--- src/pkg/dpm_regs.vh ---
`ifndef DPM_REGS_VH
`define DPM_REGS_VH

// Byte addresses of the mapping registers, one per pair of code points.
`define DPM_ADDR_PAIR_1E     16'h034f
`define DPM_ADDR_PAIR_20     16'h0350
`define DPM_ADDR_PAIR_22     16'h0351
`define DPM_ADDR_PAIR_24     16'h0352
`define DPM_ADDR_PAIR_26     16'h0353
`define DPM_ADDR_PAIR_28     16'h0354
`define DPM_ADDR_PAIR_2A     16'h0355
`define DPM_ADDR_PAIR_2C     16'h0356
`define DPM_ADDR_PAIR_2E     16'h0357
`define DPM_ADDR_PAIR_30     16'h0358
`define DPM_ADDR_PAIR_32     16'h0359
`define DPM_ADDR_PAIR_34     16'h035a
`define DPM_ADDR_PAIR_36     16'h035b

// End of the whole sixty-four entry table, served by other banks.
`define DPM_ADDR_TABLE_LAST  16'h035f
`define DPM_CODE_TABLE_LAST  6'h3f

// Field layout of every mapping register.
`define DPM_ODD_MSB          6
`define DPM_ODD_LSB          4
`define DPM_EVEN_MSB         2
`define DPM_EVEN_LSB         0
`define DPM_PRIO_W           3
`define DPM_PAIR_RESET       8'h00
`define DPM_PRIO_RESET       3'h0

// Code points covered by this bank.
`define DPM_CODE_FIRST       6'h1e
`define DPM_CODE_LAST        6'h37
`define DPM_NUM_PAIRS        13

`endif

--- src/core/dpm_map_mid.v ---
// Behaviour
// - Bits 6:4 of each register give the odd code point's priority, IPv4 and IPv6.
// - Bits 2:0 of each register give the even code point's priority.
// - Priority fields are read/write and reset to zero.
// - Byte-wide registers; 0x034F serves 0x1E/0x1F, each next byte the next pair.
// - The register at 0x035B serves code points 0x36 and 0x37.
// - The full table covers all sixty-four codes, ending at 0x035F for 0x3E/0x3F.
`timescale 1ns/100ps
`include "dpm_regs.vh"

module dpm_map_mid #(
  parameter NUM_PAIRS = `DPM_NUM_PAIRS
) (
  input  wire                   ref_clk,
  input  wire                   reset_n,
  input  wire [15:0]            reg_addr,
  input  wire [7:0]             reg_wdata,
  input  wire                   reg_wr,
  input  wire                   reg_rd,
  output wire [7:0]             reg_rdata,
  output wire                   reg_hit,
  output wire                   reg_miss,
  input  wire                   lkp_valid,
  input  wire [5:0]             lkp_code,
  output wire                   lkp_done,
  output wire                   lkp_hit,
  output wire [2:0]             lkp_prio,
  output wire [NUM_PAIRS*6-1:0] prio_flat
);

  // ---------------------------------------------------------------------
  // Register address decode.
  // ---------------------------------------------------------------------

  // Index of the pair register selected by a byte address, or the
  // out-of-range value 4'hf when this bank does not own the address.
  function [3:0] addr_to_index;
    input [15:0] addr;
    begin
      case (addr)
        `DPM_ADDR_PAIR_1E: addr_to_index = 4'h0;
        `DPM_ADDR_PAIR_20: addr_to_index = 4'h1;
        `DPM_ADDR_PAIR_22: addr_to_index = 4'h2;
        `DPM_ADDR_PAIR_24: addr_to_index = 4'h3;
        `DPM_ADDR_PAIR_26: addr_to_index = 4'h4;
        `DPM_ADDR_PAIR_28: addr_to_index = 4'h5;
        `DPM_ADDR_PAIR_2A: addr_to_index = 4'h6;
        `DPM_ADDR_PAIR_2C: addr_to_index = 4'h7;
        `DPM_ADDR_PAIR_2E: addr_to_index = 4'h8;
        `DPM_ADDR_PAIR_30: addr_to_index = 4'h9;
        `DPM_ADDR_PAIR_32: addr_to_index = 4'ha;
        `DPM_ADDR_PAIR_34: addr_to_index = 4'hb;
        `DPM_ADDR_PAIR_36: addr_to_index = 4'hc;
        default:           addr_to_index = 4'hf;
      endcase
    end
  endfunction

  wire [3:0] acc_index;
  wire       acc_owned;
  wire       acc_any;

  assign acc_index = addr_to_index(reg_addr);
  assign acc_owned = (acc_index != 4'hf);
  assign acc_any   = reg_wr | reg_rd;

  // ---------------------------------------------------------------------
  // Pair registers.
  // ---------------------------------------------------------------------

  wire [7:0] pair_rd   [0:NUM_PAIRS-1];
  wire [2:0] pair_odd  [0:NUM_PAIRS-1];
  wire [2:0] pair_even [0:NUM_PAIRS-1];

  genvar gi;
  generate
    for (gi = 0; gi < NUM_PAIRS; gi = gi + 1) begin : g_pair
      localparam [3:0] PAIR_IDX = gi;
      wire sel_wr;

      assign sel_wr = reg_wr & acc_owned & (acc_index == PAIR_IDX);

      dpm_pair_reg u_pair (
        .ref_clk   (ref_clk),
        .reset_n   (reset_n),
        .wr_en     (sel_wr),
        .wr_data   (reg_wdata),
        .rd_data   (pair_rd[gi]),
        .prio_odd  (pair_odd[gi]),
        .prio_even (pair_even[gi])
      );

      // The flat table lists pairs from the lowest code upward, even field
      // in the low three bits of each six-bit slot.
      assign prio_flat[gi*6 +: 3]     = pair_even[gi];
      assign prio_flat[gi*6 + 3 +: 3] = pair_odd[gi];
    end
  endgenerate

  // ---------------------------------------------------------------------
  // Read path and access status.
  // ---------------------------------------------------------------------

  reg  [7:0] rdata_q;
  reg  [7:0] rdata_d;
  reg        hit_q;
  reg        miss_q;

  always @* begin
    rdata_d = 8'h00;
    if (reg_rd && acc_owned) begin
      rdata_d = pair_rd[acc_index];
    end
  end

  // Read data only stands in the cycle after the strobe and is zero
  // otherwise, so an unowned address answers with zero. Another bank
  // sharing the bus can then be merged with a plain OR.
  always @(posedge ref_clk) begin
    if (!reset_n) begin
      rdata_q <= 8'h00;
      hit_q   <= 1'b0;
      miss_q  <= 1'b0;
    end else begin
      rdata_q <= rdata_d;
      hit_q   <= acc_any & acc_owned;
      miss_q  <= acc_any & ~acc_owned;
    end
  end

  assign reg_rdata = rdata_q;
  assign reg_hit   = hit_q;
  assign reg_miss  = miss_q;

  // ---------------------------------------------------------------------
  // Priority lookup for the frame classifier.
  // ---------------------------------------------------------------------

  wire       code_in_bank;
  wire [5:0] code_offset;
  wire [3:0] code_index;

  // Codes outside 0x1E..0x37 belong to the neighbouring banks of the full
  // sixty-four entry table; this bank reports them as a miss with priority
  // zero so that the results of all banks can be ORed together.
  assign code_in_bank = (lkp_code >= `DPM_CODE_FIRST) &&
                        (lkp_code <= `DPM_CODE_LAST);
  assign code_offset  = lkp_code - `DPM_CODE_FIRST;
  assign code_index   = code_offset[4:1];

  reg  [2:0] prio_d;
  reg  [2:0] prio_q;
  reg        done_q;
  reg        lhit_q;

  always @* begin
    prio_d = `DPM_PRIO_RESET;
    if (lkp_valid && code_in_bank) begin
      // The first covered code is even, so bit zero of the code itself
      // picks the field inside the pair.
      if (lkp_code[0]) begin
        prio_d = pair_odd[code_index];
      end else begin
        prio_d = pair_even[code_index];
      end
    end
  end

  // A write in the same cycle as a lookup is seen by the next lookup only;
  // the classifier gets a consistent old value rather than a torn one.
  always @(posedge ref_clk) begin
    if (!reset_n) begin
      prio_q <= `DPM_PRIO_RESET;
      done_q <= 1'b0;
      lhit_q <= 1'b0;
    end else begin
      prio_q <= prio_d;
      done_q <= lkp_valid;
      lhit_q <= lkp_valid & code_in_bank;
    end
  end

  assign lkp_prio = prio_q;
  assign lkp_done = done_q;
  assign lkp_hit  = lhit_q;

endmodule

--- src/core/dpm_pair_reg.v ---
`timescale 1ns/100ps
`include "dpm_regs.vh"

module dpm_pair_reg (
  input  wire       ref_clk,
  input  wire       reset_n,
  input  wire       wr_en,
  input  wire [7:0] wr_data,
  output wire [7:0] rd_data,
  output wire [2:0] prio_odd,
  output wire [2:0] prio_even
);

  reg [2:0] odd_q;
  reg [2:0] even_q;

  always @(posedge ref_clk) begin
    if (!reset_n) begin
      odd_q  <= `DPM_PRIO_RESET;
      even_q <= `DPM_PRIO_RESET;
    end else if (wr_en) begin
      odd_q  <= wr_data[`DPM_ODD_MSB:`DPM_ODD_LSB];
      even_q <= wr_data[`DPM_EVEN_MSB:`DPM_EVEN_LSB];
    end
  end

  // Bits seven and three are not stored, so they always read back as zero.
  assign rd_data   = {1'b0, odd_q, 1'b0, even_q};
  assign prio_odd  = odd_q;
  assign prio_even = even_q;

endmodule

--- config.mk ---
export PLATFORM = sky130hd
export DESIGN_NAME = dpm_map_mid
export DESIGN_NICKNAME = d
export VERILOG_FILES = /design/src/core/dpm_map_mid.v /design/src/core/dpm_pair_reg.v
export VERILOG_INCLUDE_DIRS = /design/src /design/src/pkg
export SDC_FILE = /design/constraint.sdc
export NUM_CORES = 1
export LEC_CHECK = 0
export ABC_AREA = 0
export CAP_MARGIN = 20
export CORE_MARGIN = 2
export CORE_UTILIZATION = 70
export DETAILED_ROUTE_END_ITERATION = 6
export DONT_BUFFER_PORTS = 1
export GPL_TIMING_DRIVEN = 0
export PLACE_DENSITY = 0.86
export RECOVER_POWER = 25
export SLEW_MARGIN = 20
export SYNTH_ARGS = -nofsm -noshare
export SYNTH_HDL_FRONTEND = slang
export SYNTH_HIERARCHICAL = 1
export SYNTH_SLANG_ARGS = --single-unit
--- constraint.sdc ---
create_clock -name ref_clk -period 5.1 [get_ports ref_clk]
set_input_delay 0.765 -clock ref_clk [delete_from_list [all_inputs] [get_ports ref_clk]]
set_output_delay 0.765 -clock ref_clk [all_outputs]
set_load 0.005 [all_outputs]
==> impl_metrics.yaml <==
setup_path:
  cp_slowest_cell: "nor3_2"
  worst_ep_required_time_ps: 5360
  crit_path_start: "reg_addr[13]"
  cpMostUsedCell: "buf_2"
  critPathMaxStageDelay_ps: 620
  start_kind: "input port"
  r2r-start: "g_pair[6].u_pair/prio_odd[1]"
  path_class: "input port to flop"
  worstRegToRegCells: 5
  arrival_ps: 3560
  r2r_slack_ps: 3320
  path_cells: "or4_1 > buf_2 > nor3_2 > buf_2 > nand3_1 > nor3_1 > buf_6 > mux2i_1 > nor2b_1"
  worst_path_dominant_cell_family: "simple AND/OR/NAND/NOR gates"
  rr_endpoint: "lkp_prio[1]"
  cp_max_fo: 10
  path_buf_inv: 3
  end_kind: "flop"
grt:
  grt_max_degree: 82
  grt_pass1_wl_microns: 27100
  grt_use_total_pct: 36.1
  antenna_found_initial: 0
  grt_pass1_vias: 4970
  gr-total-overflow: 0
synth:
  synth_top_cell_by_area: "dfxtp_1"
  synth-seq-cells: 93
  synth.avg_cell_area_sq_um: 9.46
  synth_top_flop_cell: "dfxtp_1"
  syn_inst: 660
  ys_types: 52
  yosysWarnings: 6
  synthArstFlopShare_pct: 0
  synth_top_area_share_pct: 29.8
  synth_area_leaders: "dfxtp_1, mux2i_1, buf_4"
  synth.cell_area_sq_um: 6240
  synth_edf_count: 0
  yosysSeqAreaShare_pct: 29.8
power_and_ir_drop:
  cellPowerDensity_nw_per_um2: 217
  p_leak_nw: 2.37
  max-vdd-ir-drop_uv: 175
sta:
  skew_ps: 18.8
  min_period_over_period_pct: 64.8
  hold_viol_final: 0
  maxSlewHeadroom_pct: 42.0
  tns_ps: 0
  fmax_ghz: 0.303
  min_period_ps: 3300
  rsz0062_at_grt: "false"
  tightest_slew_ps: 863
  slew_viol_final: 0
  setup_violations: 0
detailed_routing:
  routed.top_layer: "met4"
  wl_met1_microns: 7120
  drt-initial-drc-count: 483
  viasPerCell: 6.47
  route.detailed.wl_per_inst_microns: 22.7
  dr_wl_met2_microns: 8650
  num_vias: 5154
  met3_length_microns: 1610
  ant_nets: 0
  drc: 0
  drt_wl_total_microns: 18100
  drtPass1Iterations: 6
clocking:
  htree_num_levels: 3
  hold_buffers: 0
  clockBufferDepth: 2
  cts_setup_buffers: 0
  cts_tree: "built"
  ctsResizeCount: 0
  cts_inserted_buffers: 9
  cts_sinks: 93
  clk_pin_slew_ps: 110
  clk_latency_ps: 370
  clock-root-buffer: "clkbuf_8"
final_layout:
  instances_no_fill: 796
  drive_gt1_share_pct: 28.1
  num_antenna_cells: 0
  layout.nets: 720
  area_growth_pct: 6.84
  final_util_pct: 76.8
place:
  port-buffer-count: 0
  dp_cells: 781
  hpwl_microns: 13200
  gp_congestion: 0.957
die:
  chipWidth_microns: 98.4
  core_sq_um: 8680
  initial_core_util_pct: 71.9
  dieArea_sq_um: 9690
  rows: 34
  die_h_microns: 98.4
  io_pins: 128
outcome:
  status: "finished clean"
worst_hold_path:
  hold_path_class: "input port to flop"
  hold_depth: 1
  min-delay-start: "reset_n"
  min_delay_worst_endpoint: "g_pair[11].u_pair/prio_odd[0]"
flow_run:
  maxCapViolations: 0
## cells by family after synthesis
| kind of cell | Yosys count | share of synthesized area (%) |
|---|---|---|
| and+or+nand+nor | 191 | 17.9 |
| buffers and inverters | 152 | 17.2 |
| muxes | 124 | 24.0 |
| DFF | 93 | 29.8 |
| AOI/OAI and AO/OA | 81 | 9.42 |
| other | 13 | 0.782 |
| xor gates and xnor gates | 5 | 0.702 |
| adders and majority gates | 1 | 0.200 |
## state kept, by name, indices dropped and copies added, names as in the netlist
name                     count
g_pair.u_pair/prio_even     39
reg_miss                     1
g_pair.u_pair/prio_odd      39
lkp_prio                     3
lkp_hit                      1
lkp_done                     1
reg_rdata                    8
reg_hit                      1
## cell type report
type                    instances  area [sq um]
multi-input cells             428          3360
fillers                       630          2010
flip-flops and latches         93          1860
plain buffers                 146          1050
well taps                     108           135
clock buffers                   9           124
clock inverters                 6           119
inverters                       6          22.5
## metrics by stage
step	hold slack [ps]	total power [mW]	area [sq um]	setup WS [ps]
floorplan	533	0.831	6290	2240
global placement	556	0.849	6430	1640
detailed placement	566	0.851	6430	1530
CTS	515	1.44	6670	1880
global route	514	1.48	6670	1610
finish	516	1.45	6670	1800
## per-layer routing
metal  global-route usage (%)  vias to the layer above
met3                     8.51                       73
met5                        0                        -
met2                     59.4                      314
li1                         -                     2285
met4                     14.1                        0
met1                     46.1                     2482
## Yosys cell counts (2+ instances only)
cell and number:
conb_1 13, o31ai_2 2, clkbuf_1 22, xor2_1 3, xnor2_1 2, a221oi_1 2, mux2i_1 80, nand2_1 8
nand2b_1 2, a21oi_1 5, buf_6 14, nor2b_1 80, a2111o_1 7, mux4_2 18, nor2_1 14, buf_4 104
o31ai_1 14, buf_2 5, a211oi_1 3, and3_1 3, mux2_2 26, o21a_1 3, nor3b_1 2, a31o_2 3
or3_1 3, a31oi_1 21, dfxtp_1 93, inv_1 6, nor4_2 2, nand3_1 40, o21ai_0 12, and2_1 2
nor3_1 8, nand4_1 20
## cells in the final DEF, fill, tap and decap left out, drive strengths merged, types with 5 or more instances in the layout
master	n
a31oi	21
o21ai	13
a21oi	5
a2111o	7
mux2i	80
nor2b	80
mux4	18
clkbuf	31
inv	8
nand3	40
buf	124
dfxtp	93
nand2	8
nor3	9
o31ai	16
nor2	14
nand4	20
conb	26
mux2	26
## worst max-delay path by stage
stage	to	slack (ps)	cells after the start
floorplan	g_pair[5].u_pair/prio_even[0]	2240	9
global placement	g_pair[1].u_pair/prio_even[0]	1640	9
detailed placement	g_pair[1].u_pair/prio_even[2]	1530	9
CTS	g_pair[1].u_pair/prio_even[2]	1880	9
global route	g_pair[1].u_pair/prio_odd[1]	1610	9
finish	g_pair[1].u_pair/prio_even[2]	1800	9
## where the power goes
| part | internal (mW) | switching [mW] | leakage, nW |
|---|---|---|---|
| clock network | 0.329 | 0.278 | 0.122 |
| logic | 0.0505 | 0.0612 | 1.50 |
| registers | 0.727 | 0.000714 | 0.749 |
| total | 1.11 | 0.340 | 2.37 |
No activity file was read; power rests on OpenSTA's default activity.
